<file path="config.mk">
export PLATFORM = sky130hd
export DESIGN_NAME = tsi_slave
export DESIGN_NICKNAME = d
export VERILOG_FILES = /design/src/design/tsi_pkg.sv /design/src/design/tsi_slave.sv
export SDC_FILE = /design/constraint.sdc
export NUM_CORES = 1
export LEC_CHECK = 0
export ABC_CLOCK_PERIOD_IN_PS = 1900
export BUFFER_PORTS_ARGS = -buffer_cell sky130_fd_sc_hd__clkbuf_2
export CORE_UTILIZATION = 50
export CTS_CLUSTER_SIZE = 24
export DETAILED_ROUTE_END_ITERATION = 16
export GPL_ROUTABILITY_DRIVEN = 0
export MAX_ROUTING_LAYER = met4
export PLACE_DENSITY = 0.76
export SLEW_MARGIN = 25
export SYNTH_ARGS = -nofsm -noshare
export SYNTH_HDL_FRONTEND = slang
export SYNTH_SLANG_ARGS = --single-unit
</file>
<file path="constraint.sdc">
create_clock -name mclk -period 1.9 [get_ports mclk]
set_clock_uncertainty 0.2 [all_clocks]
set_input_delay 0.38 -clock mclk [delete_from_list [all_inputs] [get_ports mclk]]
set_output_delay 0.38 -clock mclk [all_outputs]
set_load 0.005 [all_outputs]
</file>
<file path="src/design/tsi_pkg.sv">
/*
 Constants and states for the temperature sensor two-wire slave.
 Assumes one 200 MHz system clock; bus lines and strap pins are asynchronous.
*/
// How it works
// - Result register holds the latest conversion; the bus only reads it.
// - A result read is two bytes; twelve temperature bits, rest zero.
// - Two's complement sixteenths of a degree; out of range saturates at 7FF or 800.
// - After reset the result reads zero until the first conversion completes.
// - At 9, 10 or 11 bits resolution, unused low bits are forced to zero.
// - Selector 00..11 gives 9..12 bits, typically 27.5 to 220 ms per conversion.
// - Slave only; every byte shifts most significant bit first.
// - Supports fast mode to 400 kHz and high-speed mode to 2 MHz.
// - Data falling while clock is high is START, beginning a transfer.
// - Seven address bits plus direction; the addressed slave acks on pulse nine.
// - Bytes are eight pulses plus ack; data changes while clock high are conditions.
// - Data rising while clock is high is STOP, ending the transfer.
// - Three-level variant: low, high or floating pins give 27 addresses.
// - Two-level variant: pins form low three bits under prefix 1001.
// - Select pins sampled after reset, at each start, and on acquire requests.
// - First byte after a write address loads the pointer register.
// - Reads use the last written pointer, which reads never change.
// - Two-byte registers go out high byte first, then low byte.
// - Data bytes after the pointer are acked and then discarded; no register is written.
// - Master ends a read by nack, START or STOP; device releases data.
// - Short spikes on both bus lines are filtered before the protocol logic.
package tsi_pkg;
    // ***************************************************************
    // Timing
    // ***************************************************************
    localparam int MCLK_MHZ  = 200;
    localparam int SPIKE_NS  = 10;
    localparam int FILT_CYC  = (SPIKE_NS * MCLK_MHZ + 999) / 1000;
    localparam logic [17:0] TCONV9_US  = 18'h06B6C;
    localparam logic [17:0] TCONV10_US = 18'h0D6D8;
    localparam logic [17:0] TCONV11_US = 18'h1ADB0;
    localparam logic [17:0] TCONV12_US = 18'h35B60;
    // ***************************************************************
    // Registers and values
    // ***************************************************************
    localparam logic [7:0]  PTR_TEMP   = 8'h00;
    localparam logic [7:0]  PTR_RST    = 8'h00;
    localparam logic [11:0] TEMP_RST   = 12'h000;
    localparam logic [11:0] TEMP_MAX   = 12'h7FF;
    localparam logic [11:0] TEMP_MIN   = 12'h800;
    localparam logic [1:0]  LVL_LOW    = 2'h0;
    localparam logic [1:0]  LVL_FLOAT  = 2'h2;
    localparam logic [3:0]  ADDR_PFX2  = 4'h9;
    localparam logic [3:0]  ADDR_TOPF  = 4'hE;
    localparam logic [4:0]  ADDR_MIDF  = 5'h0A;
    localparam logic [4:0]  ADDR_LOWF  = 5'h0B;
    localparam logic [6:0]  ADDR_MLF   = 7'h35;
    localparam logic [6:0]  ADDR_ALLF  = 7'h37;

    typedef enum logic [2:0] {
        TSI_IDLE   = 3'b000,
        TSI_ADDR   = 3'b001,
        TSI_ACK_AD = 3'b010,
        TSI_WR     = 3'b011,
        TSI_ACK_WR = 3'b100,
        TSI_RD     = 3'b101,
        TSI_MACK   = 3'b110
    } tsi_state_t;
endpackage

</file>
<file path="src/design/tsi_slave.sv">
/*
 Two-wire slave of a digital temperature sensor: spike filter, condition
 detection, address strap decode, pointer register and result read-out.
 Assumes an external master owns SCL; SDA is open drain, resolved outside.
 Conversion logic on mclk supplies results and a done pulse.
*/
module tsi_slave #(
    parameter bit THREE_LEVEL = 1'b1
) (
    // Clock and reset
    input  wire logic        mclk,
    input  wire logic        nrst,
    // Bus pins
    input  wire logic        scl_i,
    input  wire logic        sda_i,
    output logic             sda_o,
    output logic             sda_oe,
    // Address straps: 0 low, 1 high, 2 or 3 floating
    input  wire logic [1:0]  addr_select_pin_low,
    input  wire logic [1:0]  addr_select_pin_mid,
    input  wire logic [1:0]  addr_select_pin_high,
    input  wire logic        addr_acquire_req,
    // Conversion side
    input  wire logic        resolution_sel_upper,
    input  wire logic        resolution_sel_lower,
    input  wire logic        conv_done,
    input  wire logic [15:0] conv_data,
    output logic [17:0]      conv_time_us,
    output logic [11:0]      temp_result,
    output logic [7:0]       reg_pointer,
    output logic [6:0]       slave_addr
);
    // ***************************************************************
    // Helpers
    // ***************************************************************
    function automatic logic is_f(input logic [1:0] v);
        return v[1];
    endfunction

    function automatic logic [6:0] addr_of(input logic [1:0] h, input logic [1:0] m, input logic [1:0] l);
        logic [2:0] idx = 3'h0;
        if (!THREE_LEVEL || !(is_f(h) || is_f(m) || is_f(l)))
            return {tsi_pkg::ADDR_PFX2, h[0], m[0], l[0]};
        if (is_f(h)) begin
            if (is_f(m) && is_f(l))
                return tsi_pkg::ADDR_ALLF;
            if (is_f(m))
                idx = 3'h6 + {2'h0, l[0]};
            else
                idx = (m[0] ? 3'h3 : 3'h0) + (is_f(l) ? 3'h1 : (l[0] ? 3'h2 : 3'h0));
            return {tsi_pkg::ADDR_TOPF, idx};
        end
        if (is_f(m) && is_f(l))
            return tsi_pkg::ADDR_MLF + {6'h0, h[0]};
        if (is_f(m))
            return {tsi_pkg::ADDR_MIDF, h[0], l[0]};
        return {tsi_pkg::ADDR_LOWF, h[0], m[0]};
    endfunction

    function automatic logic [11:0] res_mask(input logic [1:0] r);
        case (r)
            2'b00:   return 12'hFF8;
            2'b01:   return 12'hFFC;
            2'b10:   return 12'hFFE;
            default: return 12'hFFF;
        endcase
    endfunction

    // ***************************************************************
    // Synchronisers and spike filter
    // ***************************************************************
    logic [7:0] s1_ff, s2_ff;
    logic [1:0] filt_ff, nxt_filt;
    logic [1:0] fcnt_ff [2];
    logic [1:0] nxt_fcnt [2];
    logic [1:0] prev_ff;

    always_comb begin
        for (int i = 0; i < 2; i++) begin
            nxt_filt[i] = filt_ff[i];
            nxt_fcnt[i] = 2'h0;
            if (s2_ff[7-i] != filt_ff[i]) begin
                if (fcnt_ff[i] >= 2'(tsi_pkg::FILT_CYC - 1))
                    nxt_filt[i] = s2_ff[7-i];
                else
                    nxt_fcnt[i] = fcnt_ff[i] + 2'h1;
            end
        end
    end

    always_ff @(posedge mclk or negedge nrst) begin
        if (!nrst) begin
            s1_ff      <= 8'hC0;
            s2_ff      <= 8'hC0;
            filt_ff    <= 2'h3;
            prev_ff    <= 2'h3;
            fcnt_ff    <= '{2'h0, 2'h0};
        end else begin
            s1_ff      <= {scl_i, sda_i, addr_select_pin_high, addr_select_pin_mid, addr_select_pin_low};
            s2_ff      <= s1_ff;
            filt_ff    <= nxt_filt;
            prev_ff    <= filt_ff;
            fcnt_ff    <= nxt_fcnt;
        end
    end

    // Bit 0 is SCL, bit 1 is SDA
    logic scl_f, sda_f, s_rise, s_fall, start_ev, stop_ev;
    assign scl_f    = filt_ff[0];
    assign sda_f    = filt_ff[1];
    assign s_rise   = scl_f && !prev_ff[0];
    assign s_fall   = !scl_f && prev_ff[0];
    // Conditions need SCL high in both samples so a clock edge is never mistaken
    assign start_ev = scl_f && prev_ff[0] && !sda_f && prev_ff[1];
    assign stop_ev  = scl_f && prev_ff[0] && sda_f && !prev_ff[1];

    // ***************************************************************
    // Address latch and result register
    // ***************************************************************
    logic [6:0]  addr_ff, nxt_addr;
    logic [2:0]  pend_ff;  // Straps reach s2_ff only two edges after release
    logic [11:0] temp_ff, nxt_temp;
    logic [17:0] ctime_ff, nxt_ctime;
    logic [1:0]  res;
    logic [11:0] sat;

    assign res = {resolution_sel_upper, resolution_sel_lower};

    always_comb begin
        nxt_addr = addr_ff;
        if (pend_ff[2] || start_ev || addr_acquire_req)
            nxt_addr = addr_of(s2_ff[5:4], s2_ff[3:2], s2_ff[1:0]);
        if ($signed(conv_data) > $signed(16'(tsi_pkg::TEMP_MAX)))
            sat = tsi_pkg::TEMP_MAX;
        else if ($signed(conv_data) < -$signed(16'h0800))
            sat = tsi_pkg::TEMP_MIN;
        else
            sat = conv_data[11:0];
        nxt_temp = conv_done ? (sat & res_mask(res)) : temp_ff;
        case (res)
            2'b00:   nxt_ctime = tsi_pkg::TCONV9_US;
            2'b01:   nxt_ctime = tsi_pkg::TCONV10_US;
            2'b10:   nxt_ctime = tsi_pkg::TCONV11_US;
            default: nxt_ctime = tsi_pkg::TCONV12_US;
        endcase
    end

    always_ff @(posedge mclk or negedge nrst) begin
        if (!nrst) begin
            addr_ff  <= {tsi_pkg::ADDR_PFX2, 3'h0};
            pend_ff  <= 3'h7;
            temp_ff  <= tsi_pkg::TEMP_RST;
            ctime_ff <= tsi_pkg::TCONV12_US;
        end else begin
            addr_ff  <= nxt_addr;
            pend_ff  <= {pend_ff[1:0], 1'b0};
            temp_ff  <= nxt_temp;
            ctime_ff <= nxt_ctime;
        end
    end

    // ***************************************************************
    // Protocol engine
    // ***************************************************************
    tsi_pkg::tsi_state_t st_ff, nxt_st;
    logic [3:0] cnt_ff, nxt_cnt;
    logic [7:0] sh_ff, nxt_sh, tx_ff, nxt_tx, ptr_ff, nxt_ptr;
    logic       rw_ff, nxt_rw, ptrw_ff, nxt_ptrw, bidx_ff, nxt_bidx, oe_ff, nxt_oe;

    // Only the result register is readable here; other pointers return zero
    function automatic logic [7:0] rd_byte(input logic [7:0] p, input logic b, input logic [11:0] t);
        if (p != tsi_pkg::PTR_TEMP)
            return 8'h00;
        return b ? {t[3:0], 4'h0} : t[11:4];
    endfunction

    always_comb begin
        nxt_st   = st_ff;
        nxt_cnt  = cnt_ff;
        nxt_sh   = sh_ff;
        nxt_tx   = tx_ff;
        nxt_ptr  = ptr_ff;
        nxt_rw   = rw_ff;
        nxt_ptrw = ptrw_ff;
        nxt_bidx = bidx_ff;
        if (start_ev) begin
            nxt_st  = tsi_pkg::TSI_ADDR;
            nxt_cnt = 4'h0;
        end else if (stop_ev) begin
            nxt_st = tsi_pkg::TSI_IDLE;
        end else begin
            case (st_ff)
                tsi_pkg::TSI_ADDR, tsi_pkg::TSI_WR: begin
                    if (s_rise) begin
                        nxt_sh  = {sh_ff[6:0], sda_f};
                        nxt_cnt = cnt_ff + 4'h1;
                    end else if (s_fall && cnt_ff == 4'h8) begin
                        if (st_ff == tsi_pkg::TSI_WR) begin
                            nxt_st = tsi_pkg::TSI_ACK_WR;
                            if (ptrw_ff) begin
                                nxt_ptr  = sh_ff;
                                nxt_ptrw = 1'b0;
                            end
                        end else if (sh_ff[7:1] == addr_ff) begin
                            nxt_st   = tsi_pkg::TSI_ACK_AD;
                            nxt_rw   = sh_ff[0];
                            nxt_ptrw = !sh_ff[0];
                        end else begin
                            nxt_st = tsi_pkg::TSI_IDLE;
                        end
                    end
                end
                tsi_pkg::TSI_ACK_AD, tsi_pkg::TSI_ACK_WR: begin
                    if (s_fall) begin
                        nxt_cnt = 4'h0;
                        if (st_ff == tsi_pkg::TSI_ACK_AD && rw_ff) begin
                            nxt_st   = tsi_pkg::TSI_RD;
                            nxt_bidx = 1'b1;
                            nxt_tx   = rd_byte(ptr_ff, 1'b0, temp_ff);
                        end else begin
                            nxt_st = tsi_pkg::TSI_WR;
                        end
                    end
                end
                tsi_pkg::TSI_RD: begin
                    if (s_rise)
                        nxt_cnt = cnt_ff + 4'h1;
                    else if (s_fall && cnt_ff == 4'h8)
                        nxt_st = tsi_pkg::TSI_MACK;
                    else if (s_fall)
                        nxt_tx = {tx_ff[6:0], 1'b0};
                end
                tsi_pkg::TSI_MACK: begin
                    if (s_rise && sda_f) begin
                        nxt_st = tsi_pkg::TSI_IDLE;
                    end else if (s_fall) begin
                        nxt_st   = tsi_pkg::TSI_RD;
                        nxt_cnt  = 4'h0;
                        nxt_tx   = rd_byte(ptr_ff, bidx_ff, temp_ff);
                        nxt_bidx = !bidx_ff;
                    end
                end
                default: nxt_st = tsi_pkg::TSI_IDLE;
            endcase
        end
        // SDA only ever pulled low; SCL has no driver at all
        nxt_oe = (nxt_st == tsi_pkg::TSI_ACK_AD) || (nxt_st == tsi_pkg::TSI_ACK_WR) ||
                 (nxt_st == tsi_pkg::TSI_RD && !nxt_tx[7]);
    end

    always_ff @(posedge mclk or negedge nrst) begin
        if (!nrst) begin
            st_ff   <= tsi_pkg::TSI_IDLE;
            cnt_ff  <= 4'h0;
            sh_ff   <= 8'h00;
            tx_ff   <= 8'h00;
            ptr_ff  <= tsi_pkg::PTR_RST;
            rw_ff   <= 1'b0;
            ptrw_ff <= 1'b0;
            bidx_ff <= 1'b0;
            oe_ff   <= 1'b0;
        end else begin
            st_ff   <= nxt_st;
            cnt_ff  <= nxt_cnt;
            sh_ff   <= nxt_sh;
            tx_ff   <= nxt_tx;
            ptr_ff  <= nxt_ptr;
            rw_ff   <= nxt_rw;
            ptrw_ff <= nxt_ptrw;
            bidx_ff <= nxt_bidx;
            oe_ff   <= nxt_oe;
        end
    end

    assign sda_o        = 1'b0;
    assign sda_oe       = oe_ff;
    assign conv_time_us = ctime_ff;
    assign temp_result  = temp_ff;
    assign reg_pointer  = ptr_ff;
    assign slave_addr   = addr_ff;

    logic seen_ff;
    always_ff @(posedge mclk or negedge nrst) begin
        if (!nrst)
            seen_ff <= 1'b0;
        else if (conv_done)
            seen_ff <= 1'b1;
    end
endmodule

</file>
==> run_results.csv <==
group,metric,value,unit
logic_synthesis,ys_seq_area_share,55.2,%
placed_design,post-place-ws,-242,ps
detailed_routing,route.detailed.drc,0,
pwr,switching_share,28.9,%
placed_design,dp_hpwl,5580,µm
pwr,pwr-share-comb,24.7,%
worst_setup_path,worstPathCellList,"inv_2 -> ha_4 -> nand3b_1 -> buf_4 -> a21oi_2 -> mux2i_1 -> nor3b_2 -> nor2_1 -> o2bb2ai_1",
worst_setup_path,startpoint_type,"flop",
sta,fmax,506,MHz
worst_setup_path,crit_path_end_kind,"flop",
floorplan,row_count,32,
clocking,clkSinkCount,90,
logic_synthesis,synth_area,4120,µm²
logic_synthesis,yosys.area_share.simple,14.6,%
final_layout,drive_gt1_share,43.2,%
logic_synthesis,synth_fa_ha_area_share,4.43,%
logic_synthesis,synth-seq-cells,90,
floorplan,start_util,52.6,%
global_route,grt_overflow,0,
logic_synthesis,synth_compound_area_share,11.0,%
sta,whs,70.9,ps
pwr,power_frac_clock,28.5,%
logic_synthesis,synth_most_common_cell,"dfrtp_1",
sta,finalMaxSlewViolations,0,
pwr,p_leak,2.55,nW
global_route,grt_max_degree,91,
detailed_routing,vias,3053,
logic_synthesis,syn_avg_cell_area,11.2,µm²
worst_setup_path,worstPathRequired,1980,ps
floorplan,die_h,92.8,µm
clocking,clk-insertion-delay-late,350,ps
detailed_routing,wl_per_cell,14.2,µm
sta,fin_tns_setup,-618,ps
detailed_routing,initialDrtViolationCount,157,
sta,setup_ws,-74.6,ps
sta,hold_viol,0,
sta,fin_crit_sh,104,%
worst_setup_path,worst-setup-path-type,"reg -> reg",
clocking,cts.htree.levels,3,
global_route,grt_pass1_vias,3049,
worst_setup_path,critPathMaxStageDelay,390,ps
floorplan,dieArea,8620,µm²
logic_synthesis,synthTopCellsByArea,"dfrtp_1 44%, dfstp_2 11%, mux2_2 5.7%",
worst_setup_path,worst_ep_arrival_time,2050,ps
final_layout,num_antenna_cells,0,
sta,slew_headroom,55.3,%
logic_synthesis,yosysUniqueCellTypes,57,
floorplan,io_pins,77,
pwr,power_density,945,nW/µm²
sta,fin_crit,1970,ps
floorplan,core-area,7850,µm²
placed_design,io_buffers,73,
final_layout,area_growth,27.9,%
logic_synthesis,synth_top_area_share,43.7,%
pwr,ir_worst_vdd,542,µV
final_layout,fillers,611,
floorplan,die_w,92.8,µm
detailed_routing,routed_wl,8380,µm
pwr,power_frac_seq,46.8,%
sta,rsz0062_at_grt,"true",
global_route,antenna_found_initial,0,
detailed_routing,vias_per_cell,5.19,
logic_synthesis,yosys.area.top_type,"dfrtp_1",
final_layout,fin_nets,525,
detailed_routing,ant_nets,0,
logic_synthesis,yosys.area_share.xor_xnor,2.12,%
pwr,p_total,4.99,mW
status,outcome,"complete, but fails checks",
clocking,numCtsBuffers,9,
sta,tightest_slew,669,ps
logic_synthesis,synth_top_family_by_area,"simple AND/OR/NAND/NOR gates",
clocking,tritoncts,"done",
logic_synthesis,muxShareOfSynthArea,6.46,%
pwr,p_int,3.54,mW
logic_synthesis,synthTopCellsByCount,"72 x dfrtp_1, 30 x nor2_1, 27 x nand2_1",
clocking,clk_pin_slew,90,ps
sta,setup_viol,13,
logic_synthesis,async_flop_share,100,%
pwr,switchingPower,1.44,mW
worst_setup_path,crit_buf_inv,2,
worst_setup_path,path_max_fanout,4,
logic_synthesis,synth_edf_count,0,
worst_setup_path,slowest_stage,"dfrtp_1",
worst_hold_path,hp-class,"in -> reg",
global_route,grt_usage,21.2,%
logic_synthesis,syn_inst,367,
clocking,clock_path_buffers,2,
logic_synthesis,ys.flop_type,"dfrtp_1",
flow_run,max_cap_viol_count,0,
worst_setup_path,crit_family,"simple AND/OR/NAND/NOR gates",
logic_synthesis,ys_warn_count,0,
detailed_routing,drt-pass1-iter-count,4,
clocking,clockRootBuffer,"clkbuf_8",
global_route,grt_first_pass_wirelength,13800,µm
final_layout,design_area,5270,µm²
status,violations,"setup timing",
placed_design,placed_area,4740,µm²
[layer usage]
metal	share of wire [%]	global-route usage [%]	wire length, µm
met5	0	-	0
met4	2.0	10.0	165
met3	3.6	2.79	304
met2	50	34.4	4190
met1	44	26.3	3710
[power groups by stage]
stage               clock network [mW]  logic [mW]  registers, mW
global placement                     0        1.10           2.35
global route                      1.53        1.37           2.36
floorplan                            0       0.748           2.34
detailed placement                   0        1.14           2.36
CTS                               1.45        1.18           2.33
finish                            1.42        1.23           2.33
[placed cells by master, fill, tap and decap left out, drive strengths merged, types with 3 or more instances in the layout]
master | netlist | final
clkbuf | 7 | 84
dfrtp | 72 | 72
buf | 18 | 44
nor2 | 30 | 30
nand2 | 27 | 27
inv | 24 | 25
mux2 | 21 | 21
dfstp | 18 | 18
o21ai | 17 | 17
ha | 13 | 13
xor2 | 10 | 10
o22ai | 10 | 10
nor3 | 10 | 10
dlygate4sd3 | 0 | 9
nand2b | 8 | 8
a21oi | 8 | 8
nand3 | 6 | 6
nor4 | 6 | 6
a221o | 4 | 4
a22o | 4 | 4
conb | 1 | 4
and3 | 4 | 4
nor2b | 3 | 3
mux2i | 3 | 3
nand4 | 3 | 3
or2 | 3 | 3
a31oi | 3 | 3
a22oi | 3 | 3
or3 | 3 | 3
and2 | 3 | 3
[metrics by stage]
| stage | util, % | std cells |
|---|---|---|
| 6_report | 67.2 | 588 |
| 5_1_grt | 67.2 | 588 |
| 4_1_cts | 65.3 | 582 |
| 3_5_place_dp | 60.5 | 554 |
| 3_3_place_gp | 60.5 | 554 |
| 2_1_floorplan | - | 370 |
[registers in the layout, indices dropped and copies added (netlist names), 2 cells and up]
| signal | count |
|---|---|
| reg_pointer | 8 |
| st_ff | 3 |
| filt_ff | 2 |
| sh_ff | 8 |
| prev_ff | 2 |
| tx_ff | 8 |
| temp_result | 12 |
| s1_ff | 8 |
| slave_addr | 7 |
| conv_time_us | 9 |
| pend_ff | 3 |
| fcnt_ff | 4 |
| s2_ff | 8 |
| cnt_ff | 4 |
[logic make-up after synthesis]
kind of cell,after synthesis
simple gates,113
flops,90
compound gates,65
buf+inv,50
mux,24
fa+ha+maj,14
xor+xnor,10
other cells,1
[tightest hold or removal path, delay by kind of cell]
family	cells	cell delay [ps]
simple gates	1	30
buf+inv	1	80
compound gates	1	90
[area by class of cell]
type,count,area [µm²],area share [%]
flip-flops and latches,90,2280,43.2
clock inverters,4,73.8,1.40
multi-input cells,230,1750,33.2
repair buffers,125,805,15.3
well taps,102,128,2.42
clock buffers,12,145,2.75
inverters,25,93.8,1.78
[worst paths after layout]
| kind | end | slack (ps) | depth (start not counted) | start |
|---|---|---|---|---|
| hold / removal | temp_result[5]$_DFFE_PN0P_ | 70 | 3 | conv_data[5] |
| hold reg to reg | s2_ff[0]$_DFF_PN0_ | 150 | 0 | s1_ff[0]$_DFF_PN0_ |
| setup reg to reg | sda_oe$_DFF_PN0_ | -70 | 9 | cnt_ff[0]$_DFFE_PN0P_ |
| min in group asynchronous | fcnt_ff[0]$_DFF_PN0_ | 370 | 3 | nrst |
| setup / recovery | sda_oe$_DFF_PN0_ | -70 | 9 | cnt_ff[0]$_DFFE_PN0P_ |
| max in group asynchronous | st_ff[2]$_DFF_PN0_ | 700 | 3 | nrst |
[what timing repair did]
item | 4_1_cts | 5_1_grt
gates resized for setup | 8 | 30
endpoints found under the setup margin | 18 | 31
hold endpoints to repair | 80 | 0
pin swaps | 1 | 11
hold buffers | 9 | 0
buffers inserted | 3 | 6
cloned | 0 | 0
(Power assumes the default switching activity.)
